===== src/rtl/usc_pkg.sv =====
// Package for the status, control and address register block.
// Assumes a single 250 MHz core clock and a plain strobe register port.

package usc_pkg;

   // ----------------------------------------------------------------
   // Register map
   // ----------------------------------------------------------------
   localparam logic [7:0] ADDR_STATUS = 8'h00;
   localparam logic [7:0] ADDR_CONTROL = 8'h04;
   localparam logic [7:0] ADDR_ADDRESS = 8'h08;
   localparam logic [7:0] ADDR_FLAGS = 8'h0c;

   // ----------------------------------------------------------------
   // Field positions
   // ----------------------------------------------------------------
   localparam int STAT_EP_LSB = 4;
   localparam int STAT_DIR_BIT = 3;
   localparam int STAT_PINGPONG_BANK_INDICATOR_BIT = 2;
   localparam int CON_J_BIT = 7;
   localparam int CON_SE0_BIT = 6;
   localparam int CON_HOLD_BIT = 5;
   localparam int CON_RST_BIT = 4;
   localparam int CON_HOST_BIT = 3;
   localparam int CON_RESUME_BIT = 2;
   localparam int CON_PPCLR_BIT = 1;
   localparam int CON_EN_BIT = 0;
   localparam int ADDR_LS_BIT = 7;
   localparam int FLAG_TRN_BIT = 0;

   // ----------------------------------------------------------------
   // Sizes and reset values
   // ----------------------------------------------------------------
   localparam int FIFO_DEPTH = 4;
   localparam logic [2:0] FIFO_FULL_COUNT = 3'h4;
   localparam logic [6:0] DEV_ADDR_RESET = 7'h00;
   localparam logic [31:0] READ_ZERO = 32'h0000_0000;

   // ----------------------------------------------------------------
   // Timing
   // ----------------------------------------------------------------
   localparam int CLK_MHZ = 250;
   localparam int SOF_PERIOD_US = 1000;
   localparam int SOF_CYCLES = SOF_PERIOD_US * CLK_MHZ;
   localparam int LS_EOP_NS = 1334;
   localparam int LS_EOP_CYCLES = (LS_EOP_NS * CLK_MHZ + 999) / 1000;

   // ----------------------------------------------------------------
   // Types
   // ----------------------------------------------------------------
   typedef struct packed {
      logic [3:0] endpoint;
      logic tx_dir;
      logic odd_bank;
   } usc_status_type;

   typedef struct packed {
      logic valid;
      logic setup;
      usc_status_type status;
   } usc_done_type;

   typedef enum logic [2:0] {
      RES_IDLE = 3'b001,
      RES_DRIVE = 3'b010,
      RES_EOP = 3'b100
   } usc_resume_type;

endpackage : usc_pkg


===== src/rtl/usc_core.sv =====
// Status FIFO, control and address registers of a full-speed USB link.
// Assumes transaction events and token activity come from the link engine
// on core_clk; bus line levels arrive asynchronous from the transceiver.

`timescale 1ns/1ns
`default_nettype none

module usc_core #(
   parameter int SOF_CYCLES = usc_pkg::SOF_CYCLES
) (
   input wire logic core_clk,
   input wire logic resetn,
   input wire logic [7:0] reg_addr,
   input wire logic [31:0] reg_wdata,
   input wire logic reg_wr,
   input wire logic reg_rd,
   output logic [31:0] reg_rdata,
   input wire usc_pkg::usc_done_type done_in,
   input wire logic token_active,
   input wire logic line_j_async,
   input wire logic line_se0_async,
   output logic fifo_overflow,
   output logic module_enable,
   output logic host_mode,
   output logic host_logic_reset,
   output logic bus_reset_drive,
   output logic resume_drive,
   output logic ls_eop_drive,
   output logic pingpong_pointer_clear,
   output logic packet_processing_hold,
   output logic sof_pulse,
   output logic low_speed_select,
   output logic [6:0] device_bus_address
);

   // ----------------------------------------------------------------
   // Register decode
   // ----------------------------------------------------------------
   function automatic logic hit(input logic [7:0] a, input logic [7:0] ref_a);
      hit = (a == ref_a);
   endfunction : hit

   logic wr_con;
   logic wr_addr;
   logic wr_flag;
   assign wr_con = reg_wr && hit(reg_addr, usc_pkg::ADDR_CONTROL);
   assign wr_addr = reg_wr && hit(reg_addr, usc_pkg::ADDR_ADDRESS);
   assign wr_flag = reg_wr && hit(reg_addr, usc_pkg::ADDR_FLAGS);

   // ----------------------------------------------------------------
   // Line level synchronisers
   // ----------------------------------------------------------------
   logic [1:0] j_sync_r;
   logic [1:0] se0_sync_r;
   always_ff @(posedge core_clk) begin
      if (!resetn) begin
         j_sync_r <= 2'h0;
         se0_sync_r <= 2'h0;
      end else begin
         j_sync_r <= {j_sync_r[0], line_j_async};
         se0_sync_r <= {se0_sync_r[0], line_se0_async};
      end
   end

   // ----------------------------------------------------------------
   // Control register
   // ----------------------------------------------------------------
   logic hold_r;
   logic bus_rst_r;
   logic host_en_r;
   logic resume_r;
   logic ppclr_r;
   logic en_r;

   always_ff @(posedge core_clk) begin
      if (!resetn) begin
         bus_rst_r <= 1'b0;
         host_en_r <= 1'b0;
         resume_r <= 1'b0;
         ppclr_r <= 1'b0;
         en_r <= 1'b0;
      end else if (wr_con) begin
         bus_rst_r <= reg_wdata[usc_pkg::CON_RST_BIT];
         host_en_r <= reg_wdata[usc_pkg::CON_HOST_BIT];
         resume_r <= reg_wdata[usc_pkg::CON_RESUME_BIT];
         ppclr_r <= reg_wdata[usc_pkg::CON_PPCLR_BIT];
         en_r <= reg_wdata[usc_pkg::CON_EN_BIT];
      end
   end

   // Setup wins over a simultaneous software clear
   always_ff @(posedge core_clk) begin
      if (!resetn) begin
         hold_r <= 1'b0;
      end else if (!host_en_r && done_in.valid && done_in.setup) begin
         hold_r <= 1'b1;
      end else if (wr_con && !host_en_r) begin
         hold_r <= reg_wdata[usc_pkg::CON_HOLD_BIT];
      end
   end

   // Host logic reset pulses on either edge of the host enable bit
   logic host_en_d_r;
   always_ff @(posedge core_clk) begin
      if (!resetn) begin
         host_en_d_r <= 1'b0;
      end else begin
         host_en_d_r <= host_en_r;
      end
   end
   assign host_logic_reset = host_en_r ^ host_en_d_r;

   assign host_mode = host_en_r;
   assign module_enable = en_r && !host_en_r;
   assign bus_reset_drive = bus_rst_r && host_en_r;
   assign pingpong_pointer_clear = ppclr_r;
   assign packet_processing_hold = hold_r && !host_en_r;

   // ----------------------------------------------------------------
   // Resume and trailing low-speed EOP
   // ----------------------------------------------------------------
   usc_pkg::usc_resume_type res_state_r;
   logic [8:0] eop_cnt_r;

   always_ff @(posedge core_clk) begin
      if (!resetn) begin
         res_state_r <= usc_pkg::RES_IDLE;
         eop_cnt_r <= 9'h000;
      end else begin
         case (res_state_r)
            usc_pkg::RES_IDLE: begin
               if (resume_r) begin
                  res_state_r <= usc_pkg::RES_DRIVE;
               end
            end
            usc_pkg::RES_DRIVE: begin
               if (!resume_r && host_en_r) begin
                  res_state_r <= usc_pkg::RES_EOP;
                  eop_cnt_r <= 9'(usc_pkg::LS_EOP_CYCLES - 1);
               end else if (!resume_r) begin
                  res_state_r <= usc_pkg::RES_IDLE;
               end
            end
            usc_pkg::RES_EOP: begin
               // A fresh resume request cuts the trailing EOP short
               if (resume_r) begin
                  res_state_r <= usc_pkg::RES_DRIVE;
               end else if (eop_cnt_r == 9'h000) begin
                  res_state_r <= usc_pkg::RES_IDLE;
               end else begin
                  eop_cnt_r <= eop_cnt_r - 9'h001;
               end
            end
            default: begin
               res_state_r <= usc_pkg::RES_IDLE;
            end
         endcase
      end
   end
   assign resume_drive = resume_r;
   // Masked so a host disable mid-EOP releases the line at once
   assign ls_eop_drive = (res_state_r == usc_pkg::RES_EOP) && host_en_r
                         && !resume_r;

   // ----------------------------------------------------------------
   // Frame start timer, host mode only
   // ----------------------------------------------------------------
   logic [31:0] sof_cnt_r;
   logic sof_r;
   always_ff @(posedge core_clk) begin
      if (!resetn || host_logic_reset || !(host_en_r && en_r)) begin
         sof_cnt_r <= 32'h0000_0000;
         sof_r <= 1'b0;
      end else if (sof_cnt_r == 32'(SOF_CYCLES - 1)) begin
         sof_cnt_r <= 32'h0000_0000;
         sof_r <= 1'b1;
      end else begin
         sof_cnt_r <= sof_cnt_r + 32'h0000_0001;
         sof_r <= 1'b0;
      end
   end
   // Masked so a pulse never outlives the enable that launched it
   assign sof_pulse = sof_r && host_en_r && en_r;

   // ----------------------------------------------------------------
   // Address register
   // ----------------------------------------------------------------
   logic ls_r;
   logic [6:0] dev_addr_r;
   always_ff @(posedge core_clk) begin
      if (!resetn) begin
         ls_r <= 1'b0;
         dev_addr_r <= usc_pkg::DEV_ADDR_RESET;
      end else if (wr_addr) begin
         ls_r <= reg_wdata[usc_pkg::ADDR_LS_BIT];
         dev_addr_r <= reg_wdata[6:0];
      end
   end
   assign low_speed_select = ls_r;
   assign device_bus_address = dev_addr_r;

   // ----------------------------------------------------------------
   // Status FIFO
   // ----------------------------------------------------------------
   // Entries arriving while full are dropped and flagged unless a pop lands in the same cycle.
   usc_pkg::usc_status_type fifo_mem_r [usc_pkg::FIFO_DEPTH];
   logic [1:0] wr_ptr_r;
   logic [1:0] rd_ptr_r;
   logic [2:0] count_r;
   logic push;
   logic pop;
   logic full;
   logic trn_flag;

   assign full = (count_r == usc_pkg::FIFO_FULL_COUNT);
   assign trn_flag = (count_r != 3'h0);
   // Software clears by writing 1 to the flag bit
   assign pop = wr_flag && reg_wdata[usc_pkg::FLAG_TRN_BIT] && trn_flag;
   assign push = done_in.valid && (!full || pop);

   always_ff @(posedge core_clk) begin
      if (push) begin
         fifo_mem_r[wr_ptr_r] <= done_in.status;
      end
   end

   always_ff @(posedge core_clk) begin
      if (!resetn || host_logic_reset) begin
         wr_ptr_r <= 2'h0;
         rd_ptr_r <= 2'h0;
         count_r <= 3'h0;
      end else begin
         if (push) begin
            wr_ptr_r <= wr_ptr_r + 2'h1;
         end
         if (pop) begin
            rd_ptr_r <= rd_ptr_r + 2'h1;
         end
         count_r <= count_r + {2'h0, push} - {2'h0, pop};
      end
   end

   always_ff @(posedge core_clk) begin
      if (!resetn) begin
         fifo_overflow <= 1'b0;
      end else begin
         fifo_overflow <= done_in.valid && full && !pop;
      end
   end

   // ----------------------------------------------------------------
   // Read data
   // ----------------------------------------------------------------
   usc_pkg::usc_status_type head;
   assign head = fifo_mem_r[rd_ptr_r];

   logic [31:0] rd_nxt;
   always_comb begin
      rd_nxt = usc_pkg::READ_ZERO;
      case (reg_addr)
         usc_pkg::ADDR_STATUS: begin
            if (trn_flag) begin
               rd_nxt[usc_pkg::STAT_EP_LSB +: 4] = head.endpoint;
               rd_nxt[usc_pkg::STAT_DIR_BIT] = head.tx_dir;
               rd_nxt[usc_pkg::STAT_PINGPONG_BANK_INDICATOR_BIT] = head.odd_bank;
            end
         end
         usc_pkg::ADDR_CONTROL: begin
            rd_nxt[usc_pkg::CON_J_BIT] = j_sync_r[1];
            rd_nxt[usc_pkg::CON_SE0_BIT] = se0_sync_r[1];
            // Host mode reads token busy in the hold position
            rd_nxt[usc_pkg::CON_HOLD_BIT] = host_en_r ? token_active
                                                      : hold_r;
            rd_nxt[usc_pkg::CON_RST_BIT] = bus_rst_r;
            rd_nxt[usc_pkg::CON_HOST_BIT] = host_en_r;
            rd_nxt[usc_pkg::CON_RESUME_BIT] = resume_r;
            rd_nxt[usc_pkg::CON_PPCLR_BIT] = ppclr_r;
            rd_nxt[usc_pkg::CON_EN_BIT] = en_r;
         end
         usc_pkg::ADDR_ADDRESS: begin
            rd_nxt[usc_pkg::ADDR_LS_BIT] = ls_r;
            rd_nxt[6:0] = dev_addr_r;
         end
         usc_pkg::ADDR_FLAGS: begin
            rd_nxt[usc_pkg::FLAG_TRN_BIT] = trn_flag;
         end
         default: begin
            rd_nxt = usc_pkg::READ_ZERO;
         end
      endcase
   end

   always_ff @(posedge core_clk) begin
      if (!resetn) begin
         reg_rdata <= usc_pkg::READ_ZERO;
      end else if (reg_rd) begin
         reg_rdata <= rd_nxt;
      end else begin
         reg_rdata <= usc_pkg::READ_ZERO;
      end
   end

endmodule : usc_core

`default_nettype wire


===== config.mk =====
export PLATFORM = sky130hd
export DESIGN_NAME = usc_core
export DESIGN_NICKNAME = d
export VERILOG_FILES = /design/src/rtl/usc_pkg.sv /design/src/rtl/usc_core.sv
export SDC_FILE = /design/constraint.sdc
export NUM_CORES = 1
export LEC_CHECK = 0
export ABC_CLOCK_PERIOD_IN_PS = 3300
export BUFFER_PORTS_ARGS = -buffer_cell sky130_fd_sc_hd__buf_4
export CORE_MARGIN = 3
export CORE_UTILIZATION = 31
export DETAILED_ROUTE_END_ITERATION = 8
export PLACE_DENSITY = 0.6
export SYNTH_ARGS = -nofsm -noshare
export SYNTH_HDL_FRONTEND = slang
export SYNTH_SLANG_ARGS = --single-unit

===== constraint.sdc =====
create_clock -name core_clk -period 3.3 [get_ports core_clk]
set_clock_uncertainty 0.2 [all_clocks]
set_input_delay 0.33 -clock core_clk [delete_from_list [all_inputs] [get_ports core_clk]]
set_output_delay 0.33 -clock core_clk [all_outputs]
set_load 0.01 [all_outputs]

==> results of run 1 <==
[power by group through the flow]
stage / combinational [mW] / clock [mW] / sequential [mW]
after CTS: 0.210 / 1.16 / 1.40
final: 0.207 / 1.13 / 1.39
after detailed placement: 0.202 / 0 / 1.43
after floorplan: 0.144 / 0 / 1.42
after global placement: 0.197 / 0 / 1.42
after global routing: 0.233 / 1.20 / 1.40
[logic make-up (layout without fill, tap and decap cells)]
| kind of cell | after synthesis | after routing |
|---|---|---|
| AND/OR/NAND/NOR | 199 | 199 |
| flip-flops | 106 | 106 |
| AO/OA/AOI/OAI | 76 | 76 |
| buffers and inverters | 60 | 103 |
| multiplexers | 23 | 23 |
| XOR/XNOR | 20 | 20 |
| adder cells (fa/ha/maj) | 9 | 9 |
| other | 1 | 24 |
[timing repair]
action / 4_1_cts / 5_1_grt
setup buffers: 0 / 0
hold endpoints to repair: 26 / 0
hold buffers: 8 / 0
[worst paths after layout]
check,start,depth (start not counted),endpoint,slack [ns]
max,reg_addr[7],12,count_r[2],0.46
max reg2reg,sof_cnt_r[12],4,sof_cnt_r[26],0.66
min reg2reg,j_sync_r[0],1,j_sync_r[1],0.27
min,reg_wdata[2],3,resume_drive,0.02
[layout by cell type, fill, tap and decap left out, types with 4 or more instances in the layout]
master	instances
dfxtp_1	82
buf_4	65
nor2_1	27
nor3_1	26
nand2_1	25
conb_1	24
edfxtp_1	24
nand3_1	16
mux2i_1	16
a21oi_1	16
nand4_1	15
or4_1	15
inv_1	14
nor4_1	13
xnor2_1	13
a211oi_1	13
o31ai_1	11
and2_1	10
clkbuf_16	9
ha_1	8
dlygate4sd3_1	8
and3_1	7
xor2_1	7
nand2b_1	7
mux4_2	6
a22o_1	6
o21ai_0	6
o21a_1	5
nor2b_1	4
nor4b_1	4
and4_1	4
a31oi_1	4
[metal layers]
layer,part of all wire,routed length [microns]
met5,0,0
met4,0.022,253
met3,0.043,500
met2,0.48,5540
met1,0.46,5360
[sequential cells by signal, indices dropped and copies added (netlist names), named ones only]
signal                  cells
res_state_r                 3
en_r                        1
device_bus_address          7
se0_sync_r                  2
reg_rdata                   8
rd_ptr_r                    2
host_mode                   1
j_sync_r                    2
bus_rst_r                   1
resume_drive                1
fifo_overflow               1
count_r                     3
sof_cnt_r                  32
eop_cnt_r                   9
host_en_d_r                 1
hold_r                      1
sof_r                       1
pingpong_pointer_clear      1
fifo_mem_r                 24
low_speed_select            1
wr_ptr_r                    2
[stage by stage]
stage | util | hold slack [ns] | cell area (sq um) | instances | total power [mW]
2_1_floorplan | - | 0.212 | 5120 | 517 | 1.56
3_3_place_gp | 0.359 | 0.271 | 5580 | 747 | 1.62
3_5_place_dp | 0.359 | 0.269 | 5580 | 747 | 1.63
4_1_cts | 0.384 | 0.00273 | 5960 | 771 | 2.76
5_1_grt | 0.384 | 0.0230 | 5960 | 771 | 2.84
6_report | 0.384 | 0.0188 | 5960 | 771 | 2.73
[critical path: stages]
cell     delay, ns
buf_4         0.11
or4_1         0.58
o41ai_1       0.34
and2_1        0.21
inv_1         0.05
ha_1          0.27
inv_1         0.04
ha_1          0.18
fa_1          0.37
xnor2_1       0.18
xnor2_1       0.14
nor3_1        0.06
[layout make-up]
type                            count  area (sq um)  area share
Clock buffer                        9           225      0.0378
Clock inverter                      7          83.8      0.0141
Inverter                           14          52.6     0.00881
Multi-Input combinational cell    351          2410       0.404
Sequential cell                   106          2360       0.396
Tap cell                          211           264      0.0443
Timing Repair Buffer               73           568      0.0952
==> impl_metrics.csv, run 1 <==
group,metric,value,unit
clock_network,cts.htree.levels,3,
logic_synthesis,synth.avg_cell_area,10.2,sq um
routing,drt_wl_total,11.6,mm
logic_synthesis,ys_seq_area_frac,0.470,
clock_network,clk_path_buf_depth,2,
routing,drt_iter0_drc,272,
final_layout,nFillCells,1553,
clock_network,cts_root_buffer,"clkbuf_16",
critical_path,cp-start-kind,"input port",
sta,rsz0062_at_grt,"false",
logic_synthesis,synthArstFlopShare,0,
placed_design,preCtsSetupSlack,0.0728,ns
logic_synthesis,yosysMostFrequentCell,"dfxtp_1",
power_and_ir_drop,seq_power_share,0.511,
logic_synthesis,syn_inst,494,
grt,busiest_layer,"met2",
floorplanning,rows,45,
sta,fin_tns_setup,0,ns
routing,drc,0,
grt,grt_overflow,0,
power_and_ir_drop,vdd_ir_drop_max,0.000307,V
logic_synthesis,ys_top_cells_by_count,"dfxtp_1, nor2_1, nor3_1",
clock_network,clock_latency,0.35,ns
logic_synthesis,synth_largest_area_cell,"dfxtp_1",
power_and_ir_drop,swShare,0.239,
power_and_ir_drop,intPower,2.08,mW
routing,drt_pass1_iterations,4,
power_and_ir_drop,p_per_area,457,nW/um^2
final_layout,antenna_cells,0,
sta,slew_violations,0,
sta,finalHoldViolations,0,
floorplanning,die_w,133,microns
grt,grt_use_met3,0.0245,
final_layout,layout-drive-gt1-share,0.189,
run_status,status,"completed",
logic_synthesis,synth_compound_area_frac,0.105,
routing,ant_nets,0,
placed_design,dp_hpwl,8.28,mm
power_and_ir_drop,leakage,2.17,nW
floorplanning,initial_core_util,0.324,
clock_network,cts_buffers,9,
logic_synthesis,synth_top_family_by_area,"simple AND/OR/NAND/NOR gates",
grt,grt_pass1_wl,19.1,mm
clock_network,path_clk_slew,0.08,ns
sta,fin_crit_sh,0.862,
logic_synthesis,yosysUniqueCellTypes,65,
floorplanning,core,15500,sq um
clock_network,cts_sinks,106,
sta,setup_viol_count_final,0,
floorplanning,num_io_pins,105,
logic_synthesis,synth_top_area_share,0.326,
clock_network,cts-resized-gates,0,
logic_synthesis,syn_area,5030,sq um
floorplanning,design.die.area,17800,sq um
logic_synthesis,synthXorXnorAreaFrac,0.0348,
flow_run,maxCapViolCount,0,
final_layout,fin_nets,619,
logic_synthesis,synthAdderAreaFrac,0.0239,
sta,relSlewSlack,0.416,
grt,met1_usage,0.172,
grt,antenna_found_initial,0,
sta,fin_crit,2.84,ns
logic_synthesis,yosysWarnings,0,
logic_synthesis,synth_area_leaders,"dfxtp_1, edfxtp_1, buf_4",
logic_synthesis,synthSimpleGateAreaFrac,0.235,
placed_design,port_buffers,56,
critical_path,crit_fanout,2,
power_and_ir_drop,pwr-share-comb,0.076,
routing,avgRoutedWirePerCell,15.1,microns
grt,use_met2,0.214,
grt,grt_pass1_vias,3815,
logic_synthesis,synth_edf_count,24,
power_and_ir_drop,power.share.clock,0.413,
sta,worst_slack,0.456,ns
sta,tightestPinTransition,0.874,ns
power_and_ir_drop,power.switching,0.653,mW
sta,fmax,0.352,GHz
critical_path,end_kind,"register",
routing,via_per_inst,5.12,
logic_synthesis,ys.flop_type,"dfxtp_1",
routing,vias,3947,
placed_design,gp_congestion,0.867,
critical_path,critPathKind,"input port to register",
floorplanning,chipHeight,133,microns
logic_synthesis,ys_ff_latch,106,
grt,grt_max_degree,34,
hold_path,min_path_type,"input port to register",
logic_synthesis,synthMuxAreaShare,0.0609,
grt,grt_use_total,0.132,
critical_path,cp.required,3.31,ns
final_layout,area_growth,18.6,%
critical_path,arrival,2.86,ns
clock_network,tritoncts,"done",
Note: power is estimated with default switching activity, not from simulation.
==> run 2: changes to the inputs <==
--- a/config.mk
+++ b/config.mk
@@ -7,10 +7,11 @@
 export LEC_CHECK = 0
 export ABC_CLOCK_PERIOD_IN_PS = 3300
 export BUFFER_PORTS_ARGS = -buffer_cell sky130_fd_sc_hd__buf_4
-export CORE_MARGIN = 3
-export CORE_UTILIZATION = 31
+export CORE_MARGIN = 1
+export CORE_UTILIZATION = 30
 export DETAILED_ROUTE_END_ITERATION = 8
-export PLACE_DENSITY = 0.6
+export PLACE_DENSITY = 0.59
+export RECOVER_POWER = 25
 export SYNTH_ARGS = -nofsm -noshare
 export SYNTH_HDL_FRONTEND = slang
 export SYNTH_SLANG_ARGS = --single-unit
==> impl_metrics.csv, run 2 (synthesis results as in run 1) <==
group,metric,value,unit
run_status,status,"completed",
placed_design,gp_congestion,0.820,
sta,finalHoldViolations,0,
routing,avgRoutedWirePerCell,14.7,microns
clock_network,path_clk_slew,0.08,ns
final_layout,top_regs,"sof_cnt_r: 32 flops, fifo_mem_r: 24 flops, eop_cnt_r: 9 flops",
grt,grt_pass1_wl,18.4,mm
power_and_ir_drop,leakage,2.07,nW
final_layout,area_growth,16.6,%
placed_design,port_buffers,56,
critical_path,arrival,2.91,ns
grt,grt_pass1_vias,3678,
clock_network,tritoncts,"done",
grt,grt_use_met3,0.0328,
floorplanning,initial_core_util,0.312,
sta,relSlewSlack,0.455,
final_layout,final_cell_mix,"dfxtp_1, buf_4, nor2_1, nor3_1, nand2_1",
grt,grt_overflow,0,
clock_network,cts_setup_buffers,0,
power_and_ir_drop,p_per_area,461,nW/um^2
clock_network,cts.htree.levels,3,
final_layout,largest_reg_flops,32,
grt,grt_use_total,0.132,
sta,fin_tns_setup,0,ns
sta,fin_crit_sh,0.881,
floorplanning,design.die.area,17300,sq um
floorplanning,num_io_pins,105,
sta,tightestPinTransition,0.817,ns
sta,slew_violations,0,
grt,met1_usage,0.172,
final_layout,fin_nets,615,
sta,fin_crit,2.91,ns
routing,drt_pass1_iterations,5,
routing,drt_wl_total,11.3,mm
routing,vias,3928,
routing,drc,0,
final_layout,top_register,"sof_cnt_r",
critical_path,r2r_setup_slack,0.73,ns
clock_network,cts-resized-gates,0,
floorplanning,chipHeight,132,microns
critical_path,cpPeakStageDelay,0.58,ns
placed_design,dp_hpwl,8.07,mm
final_layout,layout_commonest_cell,"dfxtp_1",
hold_path,min_path_type,"input port to register",
clock_network,clock_latency,0.36,ns
final_layout,nFillCells,1624,
sta,rsz0062_at_grt,"false",
clock_network,clk_path_buf_depth,2,
critical_path,cp.required,3.31,ns
critical_path,cp_cell_sequence,"buf_4, or4_1, o41ai_1, and2_1, inv_1, ha_1, inv_1, ha_1, fa_1, xnor2_1, xnor2_1, nor3_1",
final_layout,layout-drive-gt1-share,0.156,
grt,use_met2,0.207,
floorplanning,die_w,132,microns
flow_run,maxCapViolCount,0,
critical_path,crit_fanout,2,
critical_path,end_kind,"register",
routing,drt_iter0_drc,265,
floorplanning,rows,46,
sta,fmax,0.344,GHz
grt,busiest_layer,"met2",
final_layout,antenna_cells,0,
routing,via_per_inst,5.09,
power_and_ir_drop,vdd_ir_drop_max,0.000274,V
critical_path,cp-start-kind,"input port",
sta,holdWs,0.0144,ns
sta,setup_viol_count_final,0,
critical_path,cp_slowest_cell,"or4_1",
clock_network,cts_root_buffer,"clkbuf_16",
grt,antenna_found_initial,0,
clock_network,cts_buffers,9,
grt,grt_max_degree,34,
critical_path,critPathKind,"input port to register",
floorplanning,core,16100,sq um
clock_network,cts_sinks,106,
routing,ant_nets,0,
run 2: changes by cell type in the layout (fill, tap and decap cells not counted), moves of 2 or more:
cell / delta
clkinvlp_4: +2
inv_8: -2
dlygate4sd3_1: -2
and2_1: -3
clkbuf_1: +17
buf_4: -19
and2_0: +3
run 2: worst paths after layout:
kind | start | endpoint | depth (start not counted)
min reg2reg | se0_sync_r[0] | se0_sync_r[1] | 1
max | reg_addr[7] | count_r[2] | 12
max reg2reg | count_r[2] | count_r[2] | 11
min | reg_wdata[2] | resume_drive | 3
run 2: area by class of cell:
class                           instances  area [sq um]  area share
Timing Repair Buffer                   69           469      0.0800
Multi-Input combinational cell        351          2410       0.411
Clock inverter                          7          77.6      0.0132
Tap cell                              216           270      0.0461
Inverter                               14          52.6     0.00896
Clock buffer                            9           225      0.0384
Sequential cell                       106          2360       0.403
run 2: repair_timing:
action,in CTS,in global routing
endpoints found under the setup margin,0,0
endpoints found under the hold margin,24,0
hold buffers,6,0
run 2: stage by stage:
| stage | utilization | std cells | total power, mW | instance area [sq um] | worst slack, ns |
|---|---|---|---|---|---|
| 5_1_grt | 0.364 | 772 | 2.81 | 5870 | 0.165 |
| 3_3_place_gp | 0.345 | 750 | 1.62 | 5570 | 0.126 |
| 2_1_floorplan | - | 517 | 1.56 | 5120 | 0.140 |
| 3_5_place_dp | 0.345 | 750 | 1.63 | 5570 | 0.0182 |
| 4_1_cts | 0.368 | 772 | 2.74 | 5930 | 0.382 |
| 6_report | 0.364 | 772 | 2.70 | 5870 | 0.394 |
run 2: critical path, delay by kind of cell:
family	cells	cell delay [ns]
compound gates	1	0.39
xor+xnor	2	0.32
fa+ha+maj	3	0.82
buf+inv	3	0.20
simple gates	3	0.86
run 2: routing by layer:
metal  share of wire  up-vias
met2            0.46      109
met1            0.47     1876
li1                -     1921
met4           0.019        0
met3           0.054       22
met5               0        -
run 2: power by group:
part,switching (mW),internal [mW]
clock,0.510,0.594
sequential,0.0211,1.37
combinational,0.111,0.0918
==> run 3: changes to the inputs <==
--- a/config.mk
+++ b/config.mk
@@ -8,9 +8,8 @@
 export ABC_CLOCK_PERIOD_IN_PS = 3300
 export BUFFER_PORTS_ARGS = -buffer_cell sky130_fd_sc_hd__buf_4
 export CORE_MARGIN = 1
-export CORE_UTILIZATION = 30
+export CORE_UTILIZATION = 40
 export DETAILED_ROUTE_END_ITERATION = 8
-export PLACE_DENSITY = 0.59
 export RECOVER_POWER = 25
 export SYNTH_ARGS = -nofsm -noshare
 export SYNTH_HDL_FRONTEND = slang
==> impl_metrics.csv, run 3 (synthesis results as in run 1) <==
group,metric,value,unit
floorplanning,initial_core_util,0.415,
routing,via_per_inst,5.41,
sta,holdWs,0.0239,ns
routing,drt_iter0_drc,266,
floorplanning,die_w,114,microns
power_and_ir_drop,vdd_ir_drop_max,0.000213,V
routing,vias,3968,
final_layout,final-seq-area,2360,sq um
final_layout,final_cell_mix,"dfxtp_1, buf_4, nor2_1, nor3_1, nand2_1",
grt,use_met2,0.276,
flow_run,maxCapViolCount,0,
floorplanning,rows,40,
power_and_ir_drop,power,2.68,mW
final_layout,area_growth,16.8,%
power_and_ir_drop,swShare,0.230,
critical_path,crit_fanout,2,
placed_design,port_buffers,56,
final_layout,nFillCells,1199,
clock_network,path_clk_slew,0.07,ns
clock_network,cts_root_buffer,"clkbuf_16",
clock_network,clk_path_buf_depth,2,
critical_path,r2r_setup_slack,0.75,ns
sta,rsz0062_at_grt,"false",
hold_path,min_path_cells,3,
power_and_ir_drop,seq_power_share,0.520,
routing,drt_wl_total,11.0,mm
sta,fin_crit,2.89,ns
grt,grt_max_degree,34,
clock_network,cts_sinks,106,
power_and_ir_drop,power.switching,0.616,mW
routing,avgRoutedWirePerCell,15.0,microns
grt,antenna_found_initial,0,
placed_design,gp_congestion,0.803,
sta,tightestPinTransition,0.925,ns
final_layout,top_regs,"sof_cnt_r: 32 flops, fifo_mem_r: 24 flops, eop_cnt_r: 9 flops",
critical_path,critPathKind,"input port to register",
final_layout,top_register,"sof_cnt_r",
clock_network,clock_latency,0.35,ns
clock_network,tritoncts,"done",
grt,busiest_layer,"met2",
power_and_ir_drop,power.share.clock,0.404,
run_status,status,"completed",
power_and_ir_drop,leakage,2.12,nW
grt,grt_use_met3,0.0413,
grt,met1_usage,0.242,
grt,grt_overflow,0,
routing,drc,0,
sta,fmax,0.346,GHz
power_and_ir_drop,intPower,2.06,mW
grt,grt_use_total,0.178,
hold_path,min_path_type,"input port to register",
grt,grt_pass1_vias,3685,
sta,fin_tns_setup,0,ns
power_and_ir_drop,p_per_area,456,nW/um^2
floorplanning,chipHeight,114,microns
critical_path,arrival,2.90,ns
sta,slew_violations,0,
grt,grt_pass1_wl,18.1,mm
sta,relSlewSlack,0.375,
sta,fin_crit_sh,0.877,
sta,setup_viol_count_final,0,
final_layout,layout-drive-gt1-share,0.163,
final_layout,multi_input_area,2410,sq um
floorplanning,design.die.area,13000,sq um
power_and_ir_drop,pwr-share-comb,0.076,
critical_path,end_kind,"register",
critical_path,rr_worst_depth,6,
clock_network,cts.htree.levels,3,
placed_design,dp_hpwl,7.75,mm
final_layout,fin_nets,624,
floorplanning,core,12100,sq um
critical_path,cp.required,3.31,ns
floorplanning,num_io_pins,105,
final_layout,postLayoutCoreUtil,0.485,
final_layout,largest_reg_flops,32,
routing,drt_pass1_iterations,5,
sta,finalHoldViolations,0,
final_layout,antenna_cells,0,
final_layout,layout_commonest_cell,"dfxtp_1",
routing,ant_nets,0,
critical_path,cp-start-kind,"input port",
clock_network,cts_buffers,9,
run 3: changes by cell type in the layout (fill, tap and decap cells not counted):
cell           delta
buf_4             +6
dlygate4sd3_1     +3
and2_0            -2
and2_1            +2
clkbuf_1          +1
clkbuf_4          +1
clkinv_4          -1
clkinvlp_4        -1
inv_4             -1
inv_6             +1
run 3: layer usage:
layer  vias to the layer above  part of all wire  wire length (microns)
met3                        16             0.049                    543
li1                       1942                 -                      -
met5                         -                 0                      0
met2                       113              0.45                   4900
met1                      1897              0.49                   5350
met4                         0             0.017                    186
run 3: layout make-up:
cell class / instances / share of cell area
sequential: 106 / 0.402
inverter: 14 / 0.00894
clock inverter: 5 / 0.0109
timing repair buffer: 78 / 0.0932
multi-input combinational: 351 / 0.410
clock buffer: 11 / 0.0396
tap: 168 / 0.0358
run 3: power groups by stage:
stage | Clock, mW | Combinational, mW | Sequential [mW]
finish | 1.08 | 0.205 | 1.39
detailed placement | 0 | 0.202 | 1.42
CTS | 1.11 | 0.212 | 1.39
global placement | 0 | 0.199 | 1.42
global route | 1.17 | 0.228 | 1.40
floorplan | 0 | 0.144 | 1.42
run 3: through the flow:
step,setup WS [ns],cells,instance area [sq um]
after global routing,0.222,733,5880
after detailed placement,0.0527,708,5550
after floorplan,0.140,517,5120
after global placement,0.145,708,5550
final,0.407,733,5880
after CTS,0.405,733,5940
run 3: critical path: stages:
cell and delay [ns]:
buf_4 0.11, or4_1 0.58, o41ai_1 0.38, and2_1 0.21, inv_1 0.05, ha_1 0.26
inv_1 0.04, ha_1 0.18, fa_1 0.37, xnor2_1 0.18, xnor2_1 0.14, nor3_1 0.06
run 3: path summary, 6_finish.rpt:
path                                    from                     to
worst max-delay path             reg_addr[7]             count_r[2]
worst min-delay path            reg_wdata[4]  device_bus_address[4]
worst max register to register  eop_cnt_r[0]           eop_cnt_r[2]
worst min register to register   j_sync_r[0]            j_sync_r[1]
run 3: timing repair:
item	in CTS	in global routing
hold buffers	9	0
hold endpoints to repair	27	0
buffers inserted	0	0
resized for setup	0	0
